### config.mk
export PLATFORM = sky130hd
export DESIGN_NAME = ccpc_device_flat
export DESIGN_NICKNAME = d
export VERILOG_FILES = /design/src/verilog/ccpc_pkg.sv /design/src/verilog/ccpc_link_if.sv /design/src/verilog/ccpc_device.sv /design/src/flat_wrapper.sv
export SDC_FILE = /design/constraint.sdc
export NUM_CORES = 1
export LEC_CHECK = 0
export ABC_CLOCK_PERIOD_IN_PS = 5500
export BUFFER_PORTS_ARGS = -buffer_cell sky130_fd_sc_hd__buf_2
export CAP_MARGIN = 25
export CORE_MARGIN = 5
export CORE_UTILIZATION = 58
export DETAILED_ROUTE_END_ITERATION = 10
export PLACE_DENSITY = 0.94
export SYNTH_ARGS = -nofsm -noshare
export SYNTH_HDL_FRONTEND = slang
export SYNTH_SLANG_ARGS = --single-unit
### constraint.sdc
create_clock -name clk_i -period 5.5 [get_ports clk_i]
set_input_delay 1.65 -clock clk_i [delete_from_list [all_inputs] [get_ports clk_i]]
set_output_delay 1.65 -clock clk_i [all_outputs]
set_load 0.005 [all_outputs]
### src/verilog/ccpc_pkg.sv
// constants shared by the codec clock path register bank and its controller
package ccpc_pkg;

    // ========================================================
    // register link
    localparam int unsigned ADDR_W = 7;
    localparam int unsigned DATA_W = 8;
    localparam logic [6:0] REG_PAGE_SELECT = 7'h00;
    localparam logic [6:0] REG_PLL_FRACTION_HIGH = 7'h05;
    localparam logic [6:0] REG_PLL_FRACTION_LOW = 7'h06;
    localparam logic [6:0] REG_CODEC_DATAPATH_SETUP = 7'h07;
    localparam logic [6:0] REG_SERIAL_PORT_CONTROL_A = 7'h08;
    localparam logic [7:0] RESET_BYTE = 8'h00;

    // ========================================================
    // field positions
    localparam int unsigned FRAC_W = 14;
    localparam int unsigned FRAC_LOW_LSB = 2;
    localparam logic [13:0] FRAC_MAX = 14'h270f;
    localparam int unsigned DP_REF_RATE_BIT = 7;
    localparam int unsigned DP_ADC_DUAL_BIT = 6;
    localparam int unsigned DP_DAC_DUAL_BIT = 5;
    localparam int unsigned DP_LEFT_LSB = 3;
    localparam int unsigned DP_RIGHT_LSB = 1;
    localparam int unsigned DP_RESV_BIT = 0;
    localparam int unsigned SP_BCLK_DIR_BIT = 7;
    localparam int unsigned SP_WCLK_DIR_BIT = 6;
    localparam int unsigned SP_DOUT_TRI_BIT = 5;
    localparam int unsigned SP_CLK_KEEP_BIT = 4;
    localparam int unsigned SP_RESV_BIT = 3;
    localparam int unsigned SP_3D_BIT = 2;

    // dac routing codes
    typedef enum logic [1:0] {
        CCPC_ROUTE_MUTE = 2'h0,
        CCPC_ROUTE_SAME = 2'h1,
        CCPC_ROUTE_SWAP = 2'h2,
        CCPC_ROUTE_MONO = 2'h3
    } ccpc_route_t;

    // ========================================================
    // serial clock generation
    localparam int unsigned SAMPLE_W = 16;
    localparam logic [7:0] BCLK_HALF_CYCLES = 8'h04;
    localparam logic [4:0] BCLK_PER_WCLK_HALF = 5'h1f;

    // ========================================================
    // controller wishbone map
    localparam logic [3:0] WB_CMD = 4'h0;
    localparam logic [3:0] WB_FRACTION = 4'h4;
    localparam logic [3:0] WB_STATUS = 4'h8;
    localparam int unsigned CMD_WE_BIT = 15;
    localparam int unsigned CMD_ADDR_LSB = 8;
    localparam int unsigned ST_BUSY_BIT = 9;
    localparam int unsigned ST_ERR_BIT = 8;

endpackage : ccpc_pkg

### src/verilog/ccpc_link_if.sv
// register link between the controller and the codec register bank
`timescale 1ns/1ps
`default_nettype none
interface ccpc_link_if;
    logic       req;
    logic       we;
    logic [6:0] addr;
    logic [7:0] wdata;
    logic       ack;
    logic [7:0] rdata;

    modport device (
        input  req,
        input  we,
        input  addr,
        input  wdata,
        output ack,
        output rdata
    );

    modport host (
        output req,
        output we,
        output addr,
        output wdata,
        input  ack,
        input  rdata
    );
endinterface : ccpc_link_if
`default_nettype wire

### src/verilog/ccpc_device.sv
// codec clock path register bank: pll fraction, data path and serial port control
//
// Contract
// - high register holds fraction bits 13..6
// - low register bits 7..2, bits 1..0 zero
// - host writes fraction values up to 9999
// - host writes high then low, always both
// - bit 7 picks 48 or 44.1 kHz
// - dual rate bits; host keeps them equal
// - left dac route: mute, left, right, mono
// - right dac route: mute, right, left, mono
// - host writes zero to setup bit 0
// - bit 7 sets bit clock direction
// - bit 6 sets word clock direction
// - bit 5 floats idle serial output
// - bit 4 keeps master clocks when powered down
// - bit 2 enables 3-d effect
// - host leaves bit 3, zeros bits 1..0; the host writes bit 3 as zero too
// - page 0 active after reset
// - all registers eight bits wide
//
// Local design decision: the Wishbone interface to the registers.
`timescale 1ns/1ps
`default_nettype none
module ccpc_device (
    input  wire logic         clk_i,
    input  wire logic         rst_i,
    ccpc_link_if.device       link,
    input  wire logic         powered_down_i,
    input  wire logic [15:0]  sample_left_i,
    input  wire logic [15:0]  sample_right_i,
    input  wire logic         dout_data_i,
    input  wire logic         dout_valid_i,
    input  wire logic         bclk_i,
    input  wire logic         wclk_i,
    output logic [13:0]       pll_fraction_o,
    output logic              reference_sample_rate_o,
    output logic              adc_dual_rate_o,
    output logic              dac_dual_rate_o,
    output logic [15:0]       dac_left_o,
    output logic [15:0]       dac_right_o,
    output logic              effect_3d_o,
    output logic              bclk_o,
    output logic              bclk_oe_o,
    output logic              wclk_o,
    output logic              wclk_oe_o,
    output logic              codec_bclk_o,
    output logic              codec_wclk_o,
    output logic              dout_o,
    output logic              dout_oe_o
);

    // ========================================================
    // register storage
    logic [7:0] page_reg;
    logic [7:0] frac_high_reg;
    logic [5:0] frac_low_reg;
    logic [7:0] datapath_reg;
    logic [7:0] serial_a_reg;
    logic       ack_reg;
    logic [7:0] rdata_reg;
    logic       wr_go;
    logic       rd_go;
    logic       page0;
    logic [7:0] div_reg;
    logic [4:0] wcnt_reg;
    logic       clk_run;

    // route one dac channel from its own and the other input
    function automatic logic [15:0] route_sample(
        input logic [1:0]  mode,
        input logic [15:0] own,
        input logic [15:0] other
    );
        logic [16:0] sum;
        sum = {own[15], own} + {other[15], other};
        case (mode)
            ccpc_pkg::CCPC_ROUTE_SAME: route_sample = own;
            ccpc_pkg::CCPC_ROUTE_SWAP: route_sample = other;
            ccpc_pkg::CCPC_ROUTE_MONO: route_sample = sum[16:1];
            default:                   route_sample = 16'h0000;
        endcase
    endfunction : route_sample

    // one access per request, none while ack stands
    assign wr_go = link.req && link.we && !ack_reg;
    assign rd_go = link.req && !link.we && !ack_reg;
    assign page0 = (page_reg[0] == 1'b0);

    // ========================================================
    // link answer
    always_ff @(posedge clk_i)
    begin
        if (rst_i)
            ack_reg <= 1'b0;
        else
            ack_reg <= link.req && !ack_reg;
    end

    // read data, eight bits per register, unmapped reads zero
    always_ff @(posedge clk_i)
    begin
        if (rst_i)
            rdata_reg <= ccpc_pkg::RESET_BYTE;
        else if (rd_go)
        begin
            rdata_reg <= ccpc_pkg::RESET_BYTE;
            if (link.addr == ccpc_pkg::REG_PAGE_SELECT)
                rdata_reg <= page_reg;
            else if (page0)
            begin
                case (link.addr)
                    ccpc_pkg::REG_PLL_FRACTION_HIGH:
                        rdata_reg <= frac_high_reg;
                    ccpc_pkg::REG_PLL_FRACTION_LOW:
                        rdata_reg <= {frac_low_reg, 2'b00};
                    ccpc_pkg::REG_CODEC_DATAPATH_SETUP:
                        rdata_reg <= datapath_reg;
                    ccpc_pkg::REG_SERIAL_PORT_CONTROL_A:
                        rdata_reg <= serial_a_reg;
                    default:
                        rdata_reg <= ccpc_pkg::RESET_BYTE;
                endcase
            end
        end
    end

    assign link.ack   = ack_reg;
    assign link.rdata = rdata_reg;

    // ========================================================
    // page selector, page 0 after reset
    always_ff @(posedge clk_i)
    begin
        if (rst_i)
            page_reg <= ccpc_pkg::RESET_BYTE;
        else if (wr_go && link.addr == ccpc_pkg::REG_PAGE_SELECT)
            page_reg <= {7'h00, link.wdata[0]};
    end

    // fraction high byte
    always_ff @(posedge clk_i)
    begin
        if (rst_i)
            frac_high_reg <= ccpc_pkg::RESET_BYTE;
        else if (wr_go && page0 && link.addr == ccpc_pkg::REG_PLL_FRACTION_HIGH)
            frac_high_reg <= link.wdata;
    end

    // fraction low six bits, reserved bits not stored
    always_ff @(posedge clk_i)
    begin
        if (rst_i)
            frac_low_reg <= 6'h00;
        else if (wr_go && page0 && link.addr == ccpc_pkg::REG_PLL_FRACTION_LOW)
            frac_low_reg <= link.wdata[7:ccpc_pkg::FRAC_LOW_LSB];
    end

    // fraction reaches the pll only on the low byte write
    always_ff @(posedge clk_i)
    begin
        if (rst_i)
            pll_fraction_o <= 14'h0000;
        else if (wr_go && page0 && link.addr == ccpc_pkg::REG_PLL_FRACTION_LOW)
            pll_fraction_o <= {frac_high_reg, link.wdata[7:2]};
    end

    // data path setup, all bits stored as written
    always_ff @(posedge clk_i)
    begin
        if (rst_i)
            datapath_reg <= ccpc_pkg::RESET_BYTE;
        else if (wr_go && page0 && link.addr == ccpc_pkg::REG_CODEC_DATAPATH_SETUP)
            datapath_reg <= link.wdata;
    end

    // serial port control a
    always_ff @(posedge clk_i)
    begin
        if (rst_i)
            serial_a_reg <= ccpc_pkg::RESET_BYTE;
        else if (wr_go && page0 && link.addr == ccpc_pkg::REG_SERIAL_PORT_CONTROL_A)
            serial_a_reg <= link.wdata;
    end

    // ========================================================
    // data path controls
    always_ff @(posedge clk_i)
    begin
        if (rst_i)
        begin
            reference_sample_rate_o <= 1'b0;
            adc_dual_rate_o         <= 1'b0;
            dac_dual_rate_o         <= 1'b0;
            effect_3d_o             <= 1'b0;
        end
        else
        begin
            reference_sample_rate_o <= datapath_reg[ccpc_pkg::DP_REF_RATE_BIT];
            adc_dual_rate_o <= datapath_reg[ccpc_pkg::DP_ADC_DUAL_BIT];
            dac_dual_rate_o <= datapath_reg[ccpc_pkg::DP_DAC_DUAL_BIT];
            effect_3d_o     <= serial_a_reg[ccpc_pkg::SP_3D_BIT];
        end
    end

    // dac channel routing
    always_ff @(posedge clk_i)
    begin
        if (rst_i)
        begin
            dac_left_o  <= 16'h0000;
            dac_right_o <= 16'h0000;
        end
        else
        begin
            dac_left_o  <= route_sample(datapath_reg[4:3],
                                        sample_left_i, sample_right_i);
            dac_right_o <= route_sample(datapath_reg[2:1],
                                        sample_right_i, sample_left_i);
        end
    end

    // ========================================================
    // master clocks run while bit 7 or bit 6 drives a clock, unless powered down without keep
    assign clk_run = (serial_a_reg[ccpc_pkg::SP_BCLK_DIR_BIT]
                      || serial_a_reg[ccpc_pkg::SP_WCLK_DIR_BIT])
                     && (!powered_down_i
                         || serial_a_reg[ccpc_pkg::SP_CLK_KEEP_BIT]);

    // bit clock divider
    always_ff @(posedge clk_i)
    begin
        if (rst_i)
        begin
            div_reg <= 8'h00;
            bclk_o  <= 1'b0;
        end
        else if (clk_run)
        begin
            if (div_reg == ccpc_pkg::BCLK_HALF_CYCLES - 8'h01)
            begin
                div_reg <= 8'h00;
                bclk_o  <= !bclk_o;
            end
            else
                div_reg <= div_reg + 8'h01;
        end
    end

    // word clock from bit clock falling edges
    always_ff @(posedge clk_i)
    begin
        if (rst_i)
        begin
            wcnt_reg <= 5'h00;
            wclk_o   <= 1'b0;
        end
        else if (clk_run && bclk_o
                 && div_reg == ccpc_pkg::BCLK_HALF_CYCLES - 8'h01)
        begin
            wcnt_reg <= wcnt_reg + 5'h01;
            if (wcnt_reg == ccpc_pkg::BCLK_PER_WCLK_HALF)
                wclk_o <= !wclk_o;
        end
    end

    // pin directions and clocks seen by the codec
    always_ff @(posedge clk_i)
    begin
        if (rst_i)
        begin
            bclk_oe_o    <= 1'b0;
            wclk_oe_o    <= 1'b0;
            codec_bclk_o <= 1'b0;
            codec_wclk_o <= 1'b0;
        end
        else
        begin
            bclk_oe_o <= serial_a_reg[ccpc_pkg::SP_BCLK_DIR_BIT];
            wclk_oe_o <= serial_a_reg[ccpc_pkg::SP_WCLK_DIR_BIT];
            codec_bclk_o <= serial_a_reg[ccpc_pkg::SP_BCLK_DIR_BIT] ? bclk_o : bclk_i;
            codec_wclk_o <= serial_a_reg[ccpc_pkg::SP_WCLK_DIR_BIT] ? wclk_o : wclk_i;
        end
    end

    // serial data out, floated when idle if asked
    always_ff @(posedge clk_i)
    begin
        if (rst_i)
        begin
            dout_o    <= 1'b0;
            dout_oe_o <= 1'b1;
        end
        else
        begin
            dout_o    <= dout_data_i;
            dout_oe_o <= !serial_a_reg[ccpc_pkg::SP_DOUT_TRI_BIT] || dout_valid_i;
        end
    end

endmodule : ccpc_device
`default_nettype wire

### src/flat_wrapper.sv
// flat-port wrapper written by rule: the top's interface ports become plain ports
module ccpc_device_flat 
  (clk_i, rst_i, powered_down_i, sample_left_i, sample_right_i, dout_data_i, dout_valid_i, bclk_i, wclk_i, pll_fraction_o, reference_sample_rate_o, adc_dual_rate_o, dac_dual_rate_o, dac_left_o, dac_right_o, effect_3d_o, bclk_o, bclk_oe_o, wclk_o, wclk_oe_o, codec_bclk_o, codec_wclk_o, dout_o, dout_oe_o, link_req, link_we, link_addr, link_wdata, link_ack, link_rdata);
  ccpc_link_if link_i ();
  input  wire logic clk_i;
  input  wire logic rst_i;
  input  wire logic powered_down_i;
  input  wire logic [15:0] sample_left_i;
  input  wire logic [15:0] sample_right_i;
  input  wire logic dout_data_i;
  input  wire logic dout_valid_i;
  input  wire logic bclk_i;
  input  wire logic wclk_i;
  output logic [13:0] pll_fraction_o;
  output logic reference_sample_rate_o;
  output logic adc_dual_rate_o;
  output logic dac_dual_rate_o;
  output logic [15:0] dac_left_o;
  output logic [15:0] dac_right_o;
  output logic effect_3d_o;
  output logic bclk_o;
  output logic bclk_oe_o;
  output logic wclk_o;
  output logic wclk_oe_o;
  output logic codec_bclk_o;
  output logic codec_wclk_o;
  output logic dout_o;
  output logic dout_oe_o;
  input wire logic [$bits(link_i.req)-1:0] link_req;
  input wire logic [$bits(link_i.we)-1:0] link_we;
  input wire logic [$bits(link_i.addr)-1:0] link_addr;
  input wire logic [$bits(link_i.wdata)-1:0] link_wdata;
  output wire logic [$bits(link_i.ack)-1:0] link_ack;
  output wire logic [$bits(link_i.rdata)-1:0] link_rdata;
  assign link_i.req = link_req;
  assign link_i.we = link_we;
  assign link_i.addr = link_addr;
  assign link_i.wdata = link_wdata;
  assign link_ack = link_i.ack;
  assign link_rdata = link_i.rdata;
  ccpc_device u_core (.clk_i(clk_i), .rst_i(rst_i), .link(link_i), .powered_down_i(powered_down_i), .sample_left_i(sample_left_i), .sample_right_i(sample_right_i), .dout_data_i(dout_data_i), .dout_valid_i(dout_valid_i), .bclk_i(bclk_i), .wclk_i(wclk_i), .pll_fraction_o(pll_fraction_o), .reference_sample_rate_o(reference_sample_rate_o), .adc_dual_rate_o(adc_dual_rate_o), .dac_dual_rate_o(dac_dual_rate_o), .dac_left_o(dac_left_o), .dac_right_o(dac_right_o), .effect_3d_o(effect_3d_o), .bclk_o(bclk_o), .bclk_oe_o(bclk_oe_o), .wclk_o(wclk_o), .wclk_oe_o(wclk_oe_o), .codec_bclk_o(codec_bclk_o), .codec_wclk_o(codec_wclk_o), .dout_o(dout_o), .dout_oe_o(dout_oe_o));
endmodule
==> out/results.txt, run 1 <==
Layout fillers: 705
Compound-gate portion of the synthesized area: 20.4%
Hold_sp: u_core.pll_fraction_o[9]
Leading area contributor after synthesis: dfxtp_1
Layout cells sized above 1: 23.0%
R2r startpoint: u_core.link.ack
Nets: 791
Biggest regs: u_core.dac_left_o x16, u_core.dac_right_o x16, u_core.pll_fraction_o x14
Fin crit period: 3600 ps
Async S/R FF share, synth: 0%
Antenna Violating Nets Remaining: 0
GRT met3 Usage: 4.56%
DR vias/cell: 6.05
WS Path Type: input port to flip-flop
Clock slew at reported path FFs: 110 ps
Most common cell after layout, fill and taps aside: buf_2
Fin util: 68.8%
Leak: 2.43 nW
Total GRT Usage: 24.3%
XOR/XNOR Fraction of Synth Area: 3.20%
Syn-to-layout area delta: 15.3%
PortBufs: 122
Sw power: 385 uW
Post-synthesis mux area share: 4.52%
Initial antenna violation count: 0
Final hold violations: 0
Routed wire length: 13.8 mm
Met2 Usage GRT: 41.4%
Startpoint types: input port
Switching part of the total power: 27.7%
Setup bufs post-CTS: 0
DPL Wire Length: 10.2 mm
Number of synthesized flops with an enable pin: 0
Vert. Die Dim: 105 um
Setup violations, final: 0
Post-Syn Instances: 614
Synth Flop Type: dfxtp_1
Die width: 105 um
CTS buffer count: 9
WL/cell: 16.6 um
Maximum vdd ir drop: 0.140 mV
PwrDens: 232 nW/um2
Total negative slack: 0 ps
Row count: 34
First-pass GRT wire length: 22.7 mm
Hold Path Class: flip-flop to flip-flop
Largest family of logic cells by synthesized area: simple AND/OR/NAND/NOR gates
Worst Setup End Kind: flip-flop
Slew Viols, Final: 0
Main area contributors after synthesis: dfxtp_1 (40%), a21oi_1 (5.3%), nand2_1 (5.1%), nor2_1 (4.5%), ha_1 (4.3%)
Clk_lat worst skew: 360 ps
Worst hold stages: 2
Commonest cells after routing, fill and taps aside: buf_2 (122), dfxtp_1 (105), nand2_1 (70), nor2_1 (62), a21oi_1 (55)
Flops & latches, synth: 105
Sequential Power Share: 54.9%
F_max: 278 MHz
Outcome: finished clean
Clock Power Share: 32.8%
Clock sinks: 105
Period Utilization, post-route: 65.5%
Max Cap Viol: 0
Sequential-to-total area share from yosys stat: 40.4%
Syn avg cell area: 8.47 um2
I/O pin count: 123
H-tree levels: 3
Crit-path max FO: 14
Root buf cell: clkbuf_8
Syn Nets: 689
N_diodes: 0
Clk_skew: 15.1 ps
Arr. time, crit path: 3840 ps
Vias in the first global route: 4821
Post-Syn Area: 5200 um2
Power share of the combinational group: 12.3%
Depth of the most critical reg-to-reg path: 6
DRT iter0 DRCs: 455
Via Count: 5019
Largest net degree at the start of global routing: 59
Clock Tree Buf Depth: 2
Core Box Area: 8720 um2
DRT Pass-1 Iters: 6
RePlAce Congestion: 0.948
Met1 Usage GRT: 30.0%
Hold Path Sink: u_core.pll_fraction_o[9]
R2R Path End: u_core.pll_fraction_o[2]
P_int: 1.00 mW
Post-synthesis adder-cell area fraction: 4.72%
FF-to-FF setup slack: 3400 ps
Total grt overflow: 0
Slew Limit Headroom: 33.6%
DRC: 0
Die ar.: 11000 um2
Synth warn: 0
Required @ worst endpoint: 5740 ps
CTS resizes: 0
Yosys top cell area share: 40.4%
CTS tree: done
Starting Density: 59.6%
Post-CTS Hold Buffers: 0
Post-synthesis simple-gate area fraction: 22.0%
Gr busiest metal: met2
Worst slew pin tran: 992 ps
Distinct cell type count after synthesis: 62
Unrepaired setup endpoints after global routing: no
## worst max-delay path, cell delays in order
cell	delay (ps)
buf_2	100
or3_1	400
or3b_4	440
nor3_2	380
buf_4	280
nand2_1	300
nand2_1	220
a21oi_1	80
## cell families (layout without fill, tap and decap cells)
logic type                 count (synthesis)  count (layout)
and+or+nand+nor                          235             235
DFF                                      105             105
adders and majority gates                 19              19
AOI/OAI and AO/OA                        158             158
xor gates and xnor gates                  19              19
buffers and inverters                     55             162
muxes                                     23              23
## power by group through the flow
stage	Sequential [mW]	Combinational, mW	Clock [mW]
global placement	0.780	0.158	0
floorplan	0.780	0.110	0
finish	0.763	0.171	0.455
detailed placement	0.780	0.166	0
global route	0.763	0.186	0.500
CTS	0.763	0.167	0.463
## final cells by class
type / count / area, um2 / area share [%]
multi-input combinational: 454 / 2850 / 47.6
clock inverter: 6 / 57.6 / 0.960
tap: 108 / 135 / 2.25
sequential: 105 / 2100 / 35.1
timing repair buffer: 127 / 648 / 10.8
inverter: 19 / 71.3 / 1.19
clock buffer: 10 / 128 / 2.13
## synthesized netlist by cell type (4+ instances only)
library cell	n
clkbuf_1	27
a31oi_1	4
o2bb2ai_1	6
dfxtp_1	105
nand3_1	42
o21ai_0	19
nor3_1	8
xor2_1	9
a21oi_1	55
a22oi_1	19
nor2_1	63
a21boi_0	7
mux2_2	4
mux2i_1	19
ha_1	18
a211oi_1	10
nand2_1	70
nor2b_1	16
buf_2	4
a222oi_1	8
inv_1	19
o211ai_1	4
and3_1	4
nand4_1	5
xnor2_1	10
## metrics by stage
step | setup WS, ps | hold slack [ps] | area (um2) | total power [mW] | std cells
after floorplan | 1940 | 371 | 5200 | 0.890 | 614
final | 1900 | 458 | 6000 | 1.39 | 829
after global placement | 1710 | 410 | 5810 | 0.938 | 813
after global routing | 1720 | 472 | 6000 | 1.45 | 829
after detailed placement | 1540 | 430 | 5810 | 0.946 | 813
after CTS | 1940 | 459 | 6000 | 1.39 | 829
## metal layers
metal  vias to the layer above  part of all wire [%]
met5                         -                     0
met4                         0                   2.3
met3                        39                   8.6
met2                       268                    50
met1                      2307                    39
li1                       2405                     -
## worst max-delay path by stage
stage                                      to  slack, ps  cells after the start             start
global placement    u_core.pll_fraction_o[13]       1710                      8      link_addr[5]
floorplan               u_core.dac_left_o[13]       1940                      8  sample_left_i[1]
global route         u_core.pll_fraction_o[2]       1720                      8      link_addr[5]
detailed placement   u_core.pll_fraction_o[2]       1540                      8      link_addr[5]
CTS                  u_core.pll_fraction_o[2]       1940                      8      link_addr[5]
finish               u_core.pll_fraction_o[2]       1900                      8      link_addr[5]
Power figures use the tool's default switching activity.
==> run 2: changes to the inputs <==
Settings changed: ABC_CLOCK_PERIOD_IN_PS 5500 to 3500, CORE_UTILIZATION 58 to 54, PLACE_DENSITY 0.94 to 0.89.
Clock period 5.5 ns to 3.5 ns, I/O delays scaled along.
==> out/results.txt, run 2 (synthesis results as in run 1) <==
Startpoint types: input port
Biggest regs: u_core.dac_left_o x16, u_core.dac_right_o x16, u_core.pll_fraction_o x14
R2R Path End: u_core.wcnt_reg[3]
DRT iter0 DRCs: 428
WL/cell: 15.9 um
Required @ worst endpoint: 3780 ps
Antenna Violating Nets Remaining: 0
Setup crit end: u_core.dac_left_o[13]
Max Cap Viol: 0
Total grt overflow: 0
Hold Path Class: flip-flop to flip-flop
Pre-CTS setup slack: 262 ps
Nets: 795
Worst slew pin tran: 985 ps
Clock sinks: 105
Die width: 108 um
Setup bufs post-CTS: 0
Row count: 35
R2r startpoint: u_core.serial_a_reg[6]
Worst path cell trace: buf_2 -> inv_1 -> fa_1 -> nor2b_1 -> o31a_2 -> o31ai_2 -> o31a_4 -> or4_1 -> a31oi_1
Largest net degree at the start of global routing: 33
DPL Wire Length: 10.0 mm
Routed wire length: 13.5 mm
Unrepaired setup endpoints after global routing: no
Period Utilization, post-route: 83.3%
Fin crit period: 2920 ps
First-pass GRT wire length: 21.8 mm
Worst Setup End Kind: flip-flop
DR vias/cell: 5.89
CTS resizes: 0
Commonest cells after routing, fill and taps aside: buf_2 (122), dfxtp_1 (105), nand2_1 (70), nor2_1 (62), a21oi_1 (55)
Clock slew at reported path FFs: 100 ps
I/O pin count: 123
Depth of the most critical reg-to-reg path: 5
Maximum vdd ir drop: 0.191 mV
Syn-to-layout area delta: 17.1%
Vias in the first global route: 4592
PortBufs: 122
Layout cells sized above 1: 23.6%
Post-CTS Hold Buffers: 0
PwrDens: 375 nW/um2
Setup violations, final: 0
F_max: 343 MHz
DRT Pass-1 Iters: 6
Crit-path max FO: 9
Critical Path Start: sample_left_i[1]
Clock Tree Buf Depth: 2
Clk_skew: 16.6 ps
Placed Area: 5870 um2
Crit path max-delay cell type: or4_1
Vert. Die Dim: 108 um
FF-to-FF setup slack: 1390 ps
Post-route cell area: 6090 um2
CTS buffer count: 9
Slew Limit Headroom: 34.1%
H-tree levels: 3
Setup ws final: 584 ps
Total GRT Usage: 22.6%
Die ar.: 11700 um2
RePlAce Congestion: 0.933
Clk_lat worst skew: 370 ps
Root buf cell: clkbuf_8
Most common cell after layout, fill and taps aside: buf_2
Starting Density: 55.7%
WS Path Type: input port to flip-flop
Total negative slack: 0 ps
Final hold violations: 0
Initial antenna violation count: 0
Core Box Area: 9330 um2
N_diodes: 0
Leak: 2.47 nW
Arr. time, crit path: 3200 ps
Via Count: 5026
Slew Viols, Final: 0
Max incr delay on CP: 510 ps
CTS tree: done
DRC: 0
Outcome: finished clean
[run 2: critical path: cells and delay by family]
family                     cells  cell delay (ps)
AOI/OAI and AO/OA              4              790
and+or+nand+nor                2              720
adders and majority gates      1              460
buffers and inverters          2              180
[run 2: per-stage QoR]
step	instances	total power, mW	util [%]	hold WS, ps
4_1_cts	854	2.29	65.3	448
2_1_floorplan	614	1.40	-	371
5_1_grt	854	2.39	65.3	460
3_5_place_dp	838	1.49	62.9	418
3_3_place_gp	838	1.48	62.9	409
6_report	854	2.28	65.3	444
[run 2: metal layers]
| layer | share of wire [%] | global-route usage (%) | vias to the layer above | wire length, um |
|---|---|---|---|---|
| met1 | 42 | 29.7 | 2371 | 5710 |
| met4 | 1.9 | 7.39 | 0 | 252 |
| met3 | 7.0 | 3.16 | 26 | 942 |
| met2 | 49 | 38.5 | 222 | 6640 |
| li1 | - | - | 2407 | - |
| met5 | 0 | 0 | - | 0 |
[run 2: worst min-delay path by stage]
stage                                 startpoint  slack [ps]               end  cells after the start
final                     u_core.serial_a_reg[5]         440  u_core.dout_oe_o                      1
after global routing      u_core.serial_a_reg[5]         460  u_core.dout_oe_o                      1
after CTS                 u_core.serial_a_reg[5]         450  u_core.dout_oe_o                      1
after detailed placement  u_core.serial_a_reg[5]         420  u_core.dout_oe_o                      1
after global placement    u_core.serial_a_reg[5]         410  u_core.dout_oe_o                      1
after floorplan           u_core.serial_a_reg[5]         370  u_core.dout_oe_o                      1
[run 2: area by class of cell]
class / count / area, um2
Fill cell: 812 / 3240
Multi-Input combinational cell: 454 / 2850
Sequential cell: 105 / 2100
Timing Repair Buffer: 131 / 678
Tap cell: 129 / 161
Clock buffer: 10 / 138
Clock inverter: 6 / 83.8
Inverter: 19 / 71.3
[run 2: report_power, final]
part           internal [mW]  total (mW)  switching [mW]  leakage (nW)
logic                  0.103       0.269           0.166          1.51
clock network          0.368       0.813           0.445         0.112
registers               1.20        1.20         0.00124         0.846
total                   1.67        2.28           0.612          2.47
